--- src/rtl/bod_pkg.sv ---
// Purpose: constants and types shared by the bit-op decode block
// Assumes: 12-bit instruction words, 8-bit file registers, 11-bit pc
// Notes: offsets below are AHB-Lite byte addresses, one word apart
`default_nettype none

package bod_pkg;

    // register byte offsets
    localparam logic [7:0] OFS_INSTR = 8'h00;
    localparam logic [7:0] OFS_ACC = 8'h04;
    localparam logic [7:0] OFS_PC = 8'h08;
    localparam logic [7:0] OFS_CTRL = 8'h0C;
    localparam logic [7:0] OFS_STATUS = 8'h10;
    localparam logic [7:0] OFS_PRESC = 8'h14;
    localparam logic [7:0] OFS_DIR = 8'h18;
    localparam logic [7:0] OFS_LATCH = 8'h1C;
    localparam logic [7:0] OFS_PINS = 8'h20;
    localparam logic [7:0] OFS_CYCLES = 8'h24;
    localparam int FILE_WIN_BIT = 7;

    // field positions
    localparam int CTRL_PRESC_WDT = 0;
    localparam int ST_BUSY = 0;
    localparam int ST_SKIP = 1;
    localparam int ST_ZERO = 2;

    // reset values
    localparam logic RST_PRESC_WDT = 1'h1;
    localparam logic [7:0] RST_DRIVE_EN = 8'h00;
    localparam logic [10:0] RST_PC = 11'h7FF;

    // opcode prefixes
    localparam logic [3:0] OPC_SET_BIT = 4'h5;
    localparam logic [3:0] OPC_TEST_CLR = 4'h6;
    localparam logic [5:0] OPC_MOVE_FILE = 6'h08;
    localparam logic [8:0] OPC_LOAD_DIR = 9'h000;
    localparam logic [2:0] OPC_JUMP = 3'h5;

    // special file addresses and operands
    localparam logic [4:0] FILE_TIMER = 5'h01;
    localparam logic [4:0] FILE_PCL = 5'h02;
    localparam logic [4:0] FILE_PORT = 5'h06;
    localparam logic [2:0] DIR_PORT_SEL = 3'h6;

    // bus encodings
    localparam logic [2:0] HSIZE_WORD = 3'h2;

    typedef enum logic [2:0] {
        BS_IDLE = 3'h1,
        BS_WAIT = 3'h2,
        BS_RAM = 3'h4
    } bod_bus_e;

    typedef enum logic [2:0] {
        EX_IDLE = 3'h1,
        EX_READ = 3'h2,
        EX_EXEC = 3'h4
    } bod_ex_e;

endpackage

`default_nettype wire

--- src/rtl/bod_core.sv ---
// Purpose: executes bit-set, test-skip and a few side-effect instructions
// Assumes: AHB-Lite slave, single word transfers, one clock hclk
// Notes: each transfer takes at least one wait state
`default_nettype none

module bod_core
    import bod_pkg::*;
(
    input wire logic hclk,
    input wire logic hresetn,
    input wire logic hsel,
    input wire logic [31:0] haddr,
    input wire logic [1:0] htrans,
    input wire logic hwrite,
    input wire logic [2:0] hsize,
    input wire logic [31:0] hwdata,
    input wire logic hready,
    output logic [31:0] hrdata,
    output logic hreadyout,
    output logic hresp,
    input wire logic [7:0] port_pin_in,
    output logic [7:0] port_pin_out,
    output logic [7:0] port_pin_oe
);

    // bus state
    bod_bus_e bus_state, next_bus_state;
    logic [7:0] dph_addr, next_dph_addr;
    logic dph_write, next_dph_write;
    logic dph_ok, next_dph_ok;
    logic [31:0] next_hrdata;
    logic next_hreadyout;

    // core state
    bod_ex_e ex_state, next_ex_state;
    logic [11:0] instr, next_instr;
    logic [7:0] acc, next_acc;
    logic [10:0] pc, next_pc;
    logic presc_to_wdt, next_presc_to_wdt;
    logic skip_pending, next_skip_pending;
    logic zero_flag, next_zero_flag;
    logic [7:0] prescaler, next_prescaler;
    logic [7:0] drive_en, next_drive_en;
    logic [7:0] port_latch, next_port_latch;
    logic [15:0] cycles, next_cycles;

    // file ram port
    logic ram_we;
    logic [4:0] ram_addr;
    logic [7:0] ram_wdata;
    logic [7:0] ram_rdata;

    // decode of the held instruction
    logic is_set, is_test, is_move, is_dir, is_jump;
    logic [4:0] op_f;
    logic [2:0] op_b;
    logic op_d;
    logic [7:0] bit_mask;
    logic [7:0] operand;
    logic [7:0] result;
    logic exec_write;
    logic [31:0] reg_rdata;
    logic bus_take;
    logic dph_file;

    bod_file_ram u_ram (
        .clk(hclk),
        .rst_n(hresetn),
        .we(ram_we),
        .addr(ram_addr),
        .wdata(ram_wdata),
        .rdata(ram_rdata)
    );

    // field decode; set and test leave the zero flag alone, test may set skip_pending
    assign is_set = instr[11:8] == OPC_SET_BIT;
    assign is_test = instr[11:8] == OPC_TEST_CLR;
    assign is_move = instr[11:6] == OPC_MOVE_FILE;
    assign is_dir = instr[11:3] == OPC_LOAD_DIR;
    assign is_jump = instr[11:9] == OPC_JUMP;
    assign op_f = instr[4:0];
    assign op_b = instr[7:5];
    assign op_d = instr[5];
    assign bit_mask = 8'h01 << op_b;

    // port operand comes from the pins, not the latch
    always_comb begin
        if (op_f == FILE_PORT) begin
            operand = port_pin_in;
        end else if (op_f == FILE_PCL) begin
            operand = pc[7:0];
        end else begin
            operand = ram_rdata;
        end
    end

    // write-back value and whether the instruction writes a file
    assign result = is_set ? (operand | bit_mask) : operand;
    assign exec_write = (ex_state == EX_EXEC) &&
        (is_set || (is_move && op_d));

    // address phase qualifiers
    assign bus_take = (bus_state == BS_IDLE) && hsel && hready && htrans[1];
    assign dph_file = dph_addr[FILE_WIN_BIT];

    // register read mux, bits above each field read zero
    always_comb begin
        reg_rdata = 32'h0000_0000;
        if (dph_addr == OFS_INSTR) begin
            reg_rdata[11:0] = instr;
        end else if (dph_addr == OFS_ACC) begin
            reg_rdata[7:0] = acc;
        end else if (dph_addr == OFS_PC) begin
            reg_rdata[10:0] = pc;
        end else if (dph_addr == OFS_CTRL) begin
            reg_rdata[CTRL_PRESC_WDT] = presc_to_wdt;
        end else if (dph_addr == OFS_STATUS) begin
            reg_rdata[ST_BUSY] = ex_state != EX_IDLE;
            reg_rdata[ST_SKIP] = skip_pending;
            reg_rdata[ST_ZERO] = zero_flag;
        end else if (dph_addr == OFS_PRESC) begin
            reg_rdata[7:0] = prescaler;
        end else if (dph_addr == OFS_DIR) begin
            reg_rdata[7:0] = ~drive_en;
        end else if (dph_addr == OFS_LATCH) begin
            reg_rdata[7:0] = port_latch;
        end else if (dph_addr == OFS_PINS) begin
            reg_rdata[7:0] = port_pin_in;
        end else if (dph_addr == OFS_CYCLES) begin
            reg_rdata[15:0] = cycles;
        end
    end

    // next state of the bus slave and the execution core together,
    // since both write pc, acc and the ram port
    always_comb begin
        next_bus_state = bus_state;
        next_dph_addr = dph_addr;
        next_dph_write = dph_write;
        next_dph_ok = dph_ok;
        next_hrdata = hrdata;
        next_hreadyout = hreadyout;
        next_ex_state = ex_state;
        next_instr = instr;
        next_acc = acc;
        next_pc = pc;
        next_presc_to_wdt = presc_to_wdt;
        next_skip_pending = skip_pending;
        next_zero_flag = zero_flag;
        next_drive_en = drive_en;
        next_port_latch = port_latch;
        next_cycles = cycles;
        ram_we = 1'b0;
        ram_addr = op_f;
        ram_wdata = result;
        // free running count, cleared below by timer writes while presc_to_wdt is 0
        next_prescaler = prescaler + 8'h01;

        // execution sequence: read operand, then execute in one slot
        unique case (ex_state)
            EX_IDLE: begin
            end
            EX_READ: begin
                next_ex_state = EX_EXEC;
            end
            EX_EXEC: begin
                next_ex_state = EX_IDLE;
                next_cycles = cycles + 16'h0001;
                next_pc = pc + 11'h001;
                if (is_test && !operand[op_b]) begin
                    next_skip_pending = 1'b1;
                end
                if (is_move) begin
                    next_zero_flag = operand == 8'h00;
                    if (!op_d) begin
                        next_acc = operand;
                    end
                end
                if (is_dir && instr[2:0] == DIR_PORT_SEL) begin
                    // stored as driver enables: one in acc is off
                    next_drive_en = ~acc;
                end
                if (is_jump) begin
                    // the jump alone loads bit 8 from its operand
                    next_pc = {pc[10:9], instr[8:0]};
                end
                if (exec_write) begin
                    if (op_f == FILE_PCL) begin
                        next_pc = {pc[10:9], 1'b0, result};
                    end else if (op_f == FILE_PORT) begin
                        next_port_latch = result;
                    end else begin
                        ram_we = 1'b1;
                    end
                    if (op_f == FILE_TIMER && !presc_to_wdt) begin
                        next_prescaler = 8'h00;
                    end
                end
            end
        endcase

        // bus slave: capture, wait for an idle core, then answer
        unique case (bus_state)
            BS_IDLE: begin
                if (bus_take) begin
                    next_bus_state = BS_WAIT;
                    next_hreadyout = 1'b0;
                    next_dph_addr = haddr[7:0];
                    next_dph_write = hwrite;
                    next_dph_ok = (haddr[31:8] == 24'h00_0000) &&
                        (hsize == HSIZE_WORD);
                end
            end
            BS_WAIT: begin
                // holding off while busy keeps the ram single owner
                if (ex_state == EX_IDLE) begin
                    next_bus_state = BS_IDLE;
                    next_hreadyout = 1'b1;
                    next_hrdata = 32'h0000_0000;
                    if (!dph_ok) begin
                        // unmapped or narrow: ignored, reads zero
                    end else if (dph_file) begin
                        ram_addr = dph_addr[6:2];
                        if (dph_write) begin
                            ram_we = 1'b1;
                            ram_wdata = hwdata[7:0];
                        end else begin
                            next_bus_state = BS_RAM;
                            next_hreadyout = 1'b0;
                            // last answer stands until the ram word lands
                            next_hrdata = hrdata;
                        end
                    end else if (!dph_write) begin
                        next_hrdata = reg_rdata;
                    end else if (dph_addr == OFS_INSTR) begin
                        next_instr = hwdata[11:0];
                        if (skip_pending) begin
                            // fetched word dropped, runs as a no-op
                            next_skip_pending = 1'b0;
                            next_pc = pc + 11'h001;
                            next_cycles = cycles + 16'h0001;
                        end else begin
                            next_ex_state = EX_READ;
                        end
                    end else if (dph_addr == OFS_ACC) begin
                        next_acc = hwdata[7:0];
                    end else if (dph_addr == OFS_PC) begin
                        next_pc = hwdata[10:0];
                    end else if (dph_addr == OFS_CTRL) begin
                        next_presc_to_wdt = hwdata[CTRL_PRESC_WDT];
                    end
                end
            end
            BS_RAM: begin
                next_bus_state = BS_IDLE;
                next_hreadyout = 1'b1;
                next_hrdata = {24'h00_0000, ram_rdata};
            end
        endcase
    end

    // all state registers
    always_ff @(posedge hclk or negedge hresetn) begin
        if (!hresetn) begin
            bus_state <= BS_IDLE;
            dph_addr <= 8'h00;
            dph_write <= 1'b0;
            dph_ok <= 1'b0;
            hrdata <= 32'h0000_0000;
            hreadyout <= 1'b1;
            hresp <= 1'b0;
            ex_state <= EX_IDLE;
            instr <= 12'h000;
            acc <= 8'h00;
            pc <= RST_PC;
            presc_to_wdt <= RST_PRESC_WDT;
            skip_pending <= 1'b0;
            zero_flag <= 1'b0;
            prescaler <= 8'h00;
            drive_en <= RST_DRIVE_EN;
            port_latch <= 8'h00;
            cycles <= 16'h0000;
            port_pin_out <= 8'h00;
            port_pin_oe <= RST_DRIVE_EN;
        end else begin
            bus_state <= next_bus_state;
            dph_addr <= next_dph_addr;
            dph_write <= next_dph_write;
            dph_ok <= next_dph_ok;
            hrdata <= next_hrdata;
            hreadyout <= next_hreadyout;
            hresp <= 1'b0; // always OKAY
            ex_state <= next_ex_state;
            instr <= next_instr;
            acc <= next_acc;
            pc <= next_pc;
            presc_to_wdt <= next_presc_to_wdt;
            skip_pending <= next_skip_pending;
            zero_flag <= next_zero_flag;
            prescaler <= next_prescaler;
            drive_en <= next_drive_en;
            port_latch <= next_port_latch;
            cycles <= next_cycles;
            // pin copies load with the latches, from their next values
            port_pin_out <= next_port_latch;
            port_pin_oe <= next_drive_en;
        end
    end

endmodule // bod_core

`default_nettype wire

--- src/rtl/bod_file_ram.sv ---
// Purpose: 32 x 8 general file register storage
// Assumes: one port, write and read in the same cycle allowed
// Notes: read data is registered, one cycle after the address
`default_nettype none

module bod_file_ram (
    input wire logic clk,
    input wire logic rst_n,
    input wire logic we,
    input wire logic [4:0] addr,
    input wire logic [7:0] wdata,
    output logic [7:0] rdata
);

    logic [7:0] mem [32];
    logic [7:0] next_rdata;

    // old data on a same-cycle write, like a plain sync ram
    always_comb begin
        next_rdata = mem[addr];
    end

    // storage is not reset; only the read register is
    always_ff @(posedge clk) begin
        if (we) begin
            mem[addr] <= wdata;
        end
    end

    always_ff @(posedge clk or negedge rst_n) begin
        if (!rst_n) begin
            rdata <= 8'h00;
        end else begin
            rdata <= next_rdata;
        end
    end

endmodule // bod_file_ram

`default_nettype wire

--- config.mk ---
export PLATFORM = sky130hd
export DESIGN_NAME = bod_core
export DESIGN_NICKNAME = d
export VERILOG_FILES = /design/src/rtl/bod_pkg.sv /design/src/rtl/bod_core.sv /design/src/rtl/bod_file_ram.sv
export SDC_FILE = /design/constraint.sdc
export NUM_CORES = 1
export LEC_CHECK = 0
export BUFFER_PORTS_ARGS = -buffer_cell sky130_fd_sc_hd__buf_4
export CORE_ASPECT_RATIO = 1.2
export CORE_MARGIN = 2
export CORE_UTILIZATION = 55
export CTS_CLUSTER_DIAMETER = 200
export DETAILED_ROUTE_END_ITERATION = 8
export PLACE_DENSITY = 0.73
export SETUP_SLACK_MARGIN = 0.1
export SLEW_MARGIN = 20
export SYNTH_ARGS = -nofsm -noshare
export SYNTH_HDL_FRONTEND = slang
export SYNTH_SLANG_ARGS = --single-unit
--- constraint.sdc ---
create_clock -name hclk -period 4.3 [get_ports hclk]
set_input_delay 0.86 -clock hclk [delete_from_list [all_inputs] [get_ports hclk]]
set_output_delay 0.86 -clock hclk [all_outputs]
set_load 0.01 [all_outputs]
After elaboration in Yosys (flattened, before gate mapping). Memories as Yosys holds them, arrays and structs flattened. A register that Yosys moved wholly into a read port is not among the register bits. Index checks and enable logic that the tools add are counted.

RAM bits: 256. Word-level logic and storage cells: 216. Output and inout port bits: 50. Register bits after elaboration: 123. Bits of input ports: 82. Memories kept: 1.

Memory list: u_ram.mem (words 32, width 8, read ports 1, clocked after memory_dff 1, wr ports 1, line bod_file_ram.sv:15) `logic [7:0] mem [32];`.

$lt $le $gt $ge: 1. Bitwise gates (word level): 8. Shifts and indexed selects: 1. Reduce and logical (&&, ||, !) cells: 26. Muxes and demuxes: 131. Equal/unequal tests: 28. Add/sub/neg operators: 3.

Operators by type and width (count): $mux 16 (19); $mux 8 (36); $mux 11 (14); $mux 32 (4); $pmux 32 s2 (1); $mux 3 (17); $eq 8x5->1 const B (4); $mux 1 (27); $mux 5 (5); $logic_not 24->1 (1); $add 16x1->16 const B (1); $eq 8x4->1 const B (2); $eq 8x6->1 const B (2); $logic_not 8->1 (2); $not 8->8 (2); $mux 15 (1); $mux 13 (1); $eq 3x3->1 const B (4); $mux 12 (1); $add 11x1->11 const B (1); $eq 3x2->1 const B (3); $logic_and 1x1->1 (9); $logic_not 9->1 (1); $pmux 3 s3 (1); 27 further kinds (39).

Depth between registers and ports, before layout.
Word-level depth: 34. Gate-level depth with buffers: 10.

Cells and area by module. A second synthesis with hierarchy kept.

Cells, all modules: 1308. Area, all modules: 16965.0 sq um.

Modules (own cells, without submodules): bod_file_ram (seq. area each 7887.6 sq um, cells each 576, area an instance 10246.1 sq um, times used 1); bod_core (seq. area each 2670.1 sq um, cells each 732, area an instance 6718.9 sq um, times used 1).

Worst setup path before layout. No wires, ideal clock.

Path kind: reg-to-reg. From: reg ex_state[0]. To: mem u_ram.mem[0][3], data pin. Clock period less this slack: 3.246 ns. Stages on the path, launching flop included: 10. Buffers on the path: 5. Library setup time: 0.377 ns. Path slack: 1.054 ns. Data arrival time: 2.869 ns. Cells stage by stage: dfstp_2 > buf_2 > nand4bb_1 > buf_2 > buf_4 > nor2_2 > buf_2 > nand2_1 > clkbuf_1 > a21oi_1.

Cells in the longest elaborated chain, start to end: 3.

Ends and longest elaborated chain: from (decl) (line bod_core.sv:35) `bod_ex_e ex_state, next_ex_state;`; from (signal assigned) (line bod_core.sv:293) `ex_state <= next_ex_state;`; $eq 3x1->1 (line bod_core.sv:216) `if (ex_state == EX_IDLE) begin`; $mux 8 (line bod_core.sv:216); $mux 8 (line bod_core.sv:203) `unique case (bus_state)`; net ram_wdata[3] (line bod_core.sv:50) `logic [7:0] ram_wdata;`; to (decl) (line bod_file_ram.sv:15).

The timed path passes the listed nets, and every way through them passes these cells.

Worst setup path in the final report.
From: reg ex_state[0]. To: reg u_ram.rdata[4], read port of u_ram.mem.

Cells in the longest elaborated chain, start to end: 3.

Ends and longest elaborated chain: $eq 3x1->1 (line bod_core.sv:216); $mux 5 (line bod_core.sv:216); $mux 5 (line bod_core.sv:203); to (decl) (line bod_file_ram.sv:12) `output logic [7:0] rdata`.

Every way passes these cells. A chain may end at the register's enable or synchronous reset.

==> reports/qor_table.md <==
| Stage | Item | Reported |
|:---|:---|:---|
| die | Die span in x | 170 um |
| clock tree | Master cell of the clock root buffer | sky130_fd_sc_hd__clkbuf_16 |
| clock tree | Clock tree from TritonCTS | built |
| drt | First-pass detailed-route iteration total | 6 |
| logic synthesis | Cell area after technology mapping | 0.0181 mm^2 |
| sta | Total negative slack | 0 ns |
| drt | Wirelength, routed | 54,300 um |
| logic synthesis | Average cell area after synthesis | 11.7 um^2 |
| run status | Outcome | finished, final reports clean |
| flow run | Count of maximum capacitance violations | 0 |
| power | Proportion of power drawn by flip-flops and latches | 51.2% |
| grt | Met1 Usage GRT | 39.1% |
| setup path | Worst Path Arrival | 4.14 ns |
| die | Top-level I/O count | 132 |
| grt | Global route total overflow | 0 |
| grt | Antenna violations before repair | 0 |
| sta | Setup clock skew after layout | 0.0284 ns |
| sta | Setup-violating endpoint count in the final report | 0 |
| clock tree | Number of sinks handled by clock tree synthesis | 370 |
| die | Initial core utilization | 56.0% |
| sta | Fmax | 0.264 GHz |
| sta | Final Cycle Share | 88.1% |
| min path | Class of the tightest hold or removal check | primary input to asynchronous set/reset pin |
| sta | RSZ-0062 raised after global routing | false |
| die | Std-Cell Core Area | 0.0323 mm^2 |
| layout | Fraction of layout instances using a drive strength above 1 | 17.2% |
| sta | Measured slew at the worst slew-check pin | 1.08 ns |
| clock tree | CTS H-Tree Depth | 2 |
| sta | Time the worst path needs with I/O delays and setup | 3.79 ns |
| die | Die ar. | 0.0344 mm^2 |
| die | Vertical extent of the die | 203 um |
| grt | Pin count of the biggest net entering global routing | 147 |
| setup path | Critical path startpoint category | flop |
| drt | DRC violation count after routing | 0 |
| drt | Wire length per cell after detailed routing | 26.3 um |
| logic synthesis | Async set-reset flop share out of synthesis | 30.8% |
| logic synthesis | Ys flop type | sky130_fd_sc_hd__edfxtp_1 |
| power | Logic pwr share | 2.9% |
| grt | Global-route usage over all layers | 31.9% |
| layout | Most common cell after layout, fill and taps aside | sky130_fd_sc_hd__edfxtp_1 |
| power | Maximum ir drop on the vdd rail | 0.363 mV |
| setup path | Largest fanout of any net on the critical path | 12 |
| logic synthesis | Flip-flop and latch count after synthesis | 370 |
| clock tree | Clock tree buffer depth | 3 |
| clock tree | Number of cells upsized or downsized after cts | 0 |
| setup path | Critical Setup Path Class | flop to flop |
| clock tree | Cts-stage hold buffer count | 0 |
| power | Proportion of power drawn by the clock network | 45.9% |
| setup path | Critical register-to-register path endpoint | u_ram.rdata[4]$_DFF_PN0_ |
| layout | Number of nets in the final layout | 1,717 |
| grt | Met2 GRT Util | 54.4% |
| clock tree | Number of buffers added by the clock tree synthesis step | 39 |
| power | Sw frac | 20.8% |
| power | Reported net switching power | 1.55 mW |
| drt | Drt first-iter violations | 1,770 |
| sta | Fin worst setup slack | 0.510 ns |
| layout | N_diodes | 0 |
| sta | Final count of hold timing violations | 0 |
| power | Cell internal power dissipation | 5.90 mW |
| power | Leak | 8.01 nW |
| setup path | R2R depth | 6 |
| clock tree | Clock input transition at the sequential cells of the worst setup and hold paths | 0.06 ns |
| die | Count of standard-cell rows | 72 |
| power | Power density cells | 363 mW/mm^2 |
| drt | Number of vias per cell after detailed routing | 6.63 |
| drt | Via count | 13,700 |
| placement | Weighted congestion reported at the end of routability-driven placement | 0.991 |
| sta | Max Slew Vio Count | 0 |
| logic synthesis | Library cells used by synthesis | 92 |
| placement | Worst slack at placement | 0.693 ns |
| setup path | Reg2Reg Launch Point | ex_state[0]$_DFF_PN1_ |
| clock tree | Clock network latency to the later pin of the worst-skew pair | 0.55 ns |
| logic synthesis | Number of enable-type register cells in the synthesized netlist | 256 |
| clock tree | Post-CTS repair timing setup buffer count | 0 |
| logic synthesis | Syn. warnings | 0 |
| layout | Highest-count cells in the layout ignoring fill and taps | sky130_fd_sc_hd__edfxtp_1, sky130_fd_sc_hd__buf_4, sky130_fd_sc_hd__nand2_1 |
| drt | Antenna violation net count after detailed routing | 0 |
| logic synthesis | Synth Instances | 1,550 |
| layout | Synthesis-to-layout area growth | 13.5% |
| grt | First-pass GRT wire length | 81,200 um |
| grt | Met3 Resource Use GR | 4.50% |
| sta | Slew HR | 27.7% |
| grt | Layer with the highest usage after global routing | met2 |
| setup path | Reg2Reg Setup Slack | 0.51 ns |
| grt | Via count of the first global-routing pass | 13,200 |
| placement | Count of input and output buffers | 93 |
| setup path | Required time of the worst setup path | 4.65 ns |
| setup path | Endpoint class of the critical path | flop |
| logic synthesis | Portion of the post-synthesis area used by sequential elements | 58.3% |
| placement | Placed wire-length estimate | 37,700 um |
-- state kept, by name (all words and copies together) (netlist names) --
register      flops
acc               8
dph_write         1
dph_addr          8
instr            12
port_latch        8
drive_en          8
zero_flag         1
hrdata           16
skip_pending      1
presc_to_wdt      1
cycles           16
ex_state          3
u_ram.rdata       8
dph_ok            1
u_ram.mem       256
bus_state         3
pc               11
prescaler         8
-- through the flow --
step	hold slack (ns)	cells	instance area (um^2)	total power, mW	utilization, %
after floorplan	0.445	1566	18200	3.99	-
after global placement	0.453	1998	19300	4.09	59.5
after detailed placement	0.462	1998	19300	4.10	59.5
after CTS	0.338	2067	20500	7.48	63.5
after global routing	0.374	2067	20500	7.64	63.5
final	0.334	2067	20500	7.45	63.5
-- critical path, stage by stage (launching register included) --
cell and delay, ns:
sky130_fd_sc_hd__dfstp_2 0.61, sky130_fd_sc_hd__nand4bb_1 0.60, sky130_fd_sc_hd__o2111a_1 0.52, sky130_fd_sc_hd__o211ai_1 0.51, sky130_fd_sc_hd__inv_1 0.25, sky130_fd_sc_hd__a2111oi_0 0.84, sky130_fd_sc_hd__nand4_1 0.26
-- per-layer routing --
layer | share of wire, % | routed length [um]
met1 | 37 | 20100
met2 | 49 | 26800
met3 | 7.1 | 3850
met4 | 6.6 | 3560
met5 | 0 | 0
-- power groups by stage --
| stage | Combinational [mW] | Clock [mW] | Sequential (mW) |
|---|---|---|---|
| 2_1_floorplan | 0.123 | 0 | 3.87 |
| 3_3_place_gp | 0.209 | 0 | 3.89 |
| 3_5_place_dp | 0.209 | 0 | 3.89 |
| 4_1_cts | 0.210 | 3.46 | 3.81 |
| 5_1_grt | 0.232 | 3.60 | 3.81 |
| 6_report | 0.215 | 3.42 | 3.82 |
-- cells by family after synthesis --
logic type,Yosys count,synth area share (%)
other,1,0.0207
and+or+nand+nor,507,14.7
adders and majority gates,3,0.207
muxes,69,4.09
xor gates and xnor gates,29,1.40
DFF,370,58.3
AOI/OAI and AO/OA,436,17.7
buffers and inverters,135,3.57
-- cell usage after synthesis, drive strengths merged (25+ instances only) --
cell type,number,area [um^2]
edfxtp,256,7690
nand2,134,505
nor2,113,439
dfrtp,100,2500
and3,84,526
a21boi,72,541
clkbuf,71,268
o21ai,69,353
o21bai,63,473
a21oi,49,253
buf,49,322
mux2i,38,380
nor3,32,165
mux2,30,338
nand3,30,160
a22oi,28,215
o2111a,25,282
-- area by class of cell --
cell class,count,area [um^2]
fill,2555,11800
timing repair buffer,145,1130
sequential,370,10600
tap,407,509
multi-input combinational,1061,7010
clock inverter,22,280
clock buffer,47,1010
inverter,15,56.3
-- worst max path at each step --
stage | start | end | slack [ns] | depth (start not counted)
detailed placement | ex_state[0]$_DFF_PN1_ | u_ram.mem[27][0]$_DFFE_PP_ | 0.69 | 7
CTS | ex_state[0]$_DFF_PN1_ | u_ram.mem[27][5]$_DFFE_PP_ | 0.68 | 7
global route | ex_state[0]$_DFF_PN1_ | u_ram.rdata[4]$_DFF_PN0_ | 0.43 | 7
floorplan | ex_state[0]$_DFF_PN1_ | u_ram.mem[0][3]$_DFFE_PP_ | 1.05 | 9
global placement | ex_state[0]$_DFF_PN1_ | u_ram.mem[27][0]$_DFFE_PP_ | 0.74 | 7
finish | ex_state[0]$_DFF_PN1_ | u_ram.rdata[4]$_DFF_PN0_ | 0.51 | 6
Note: power is estimated with default switching activity, not from simulation.
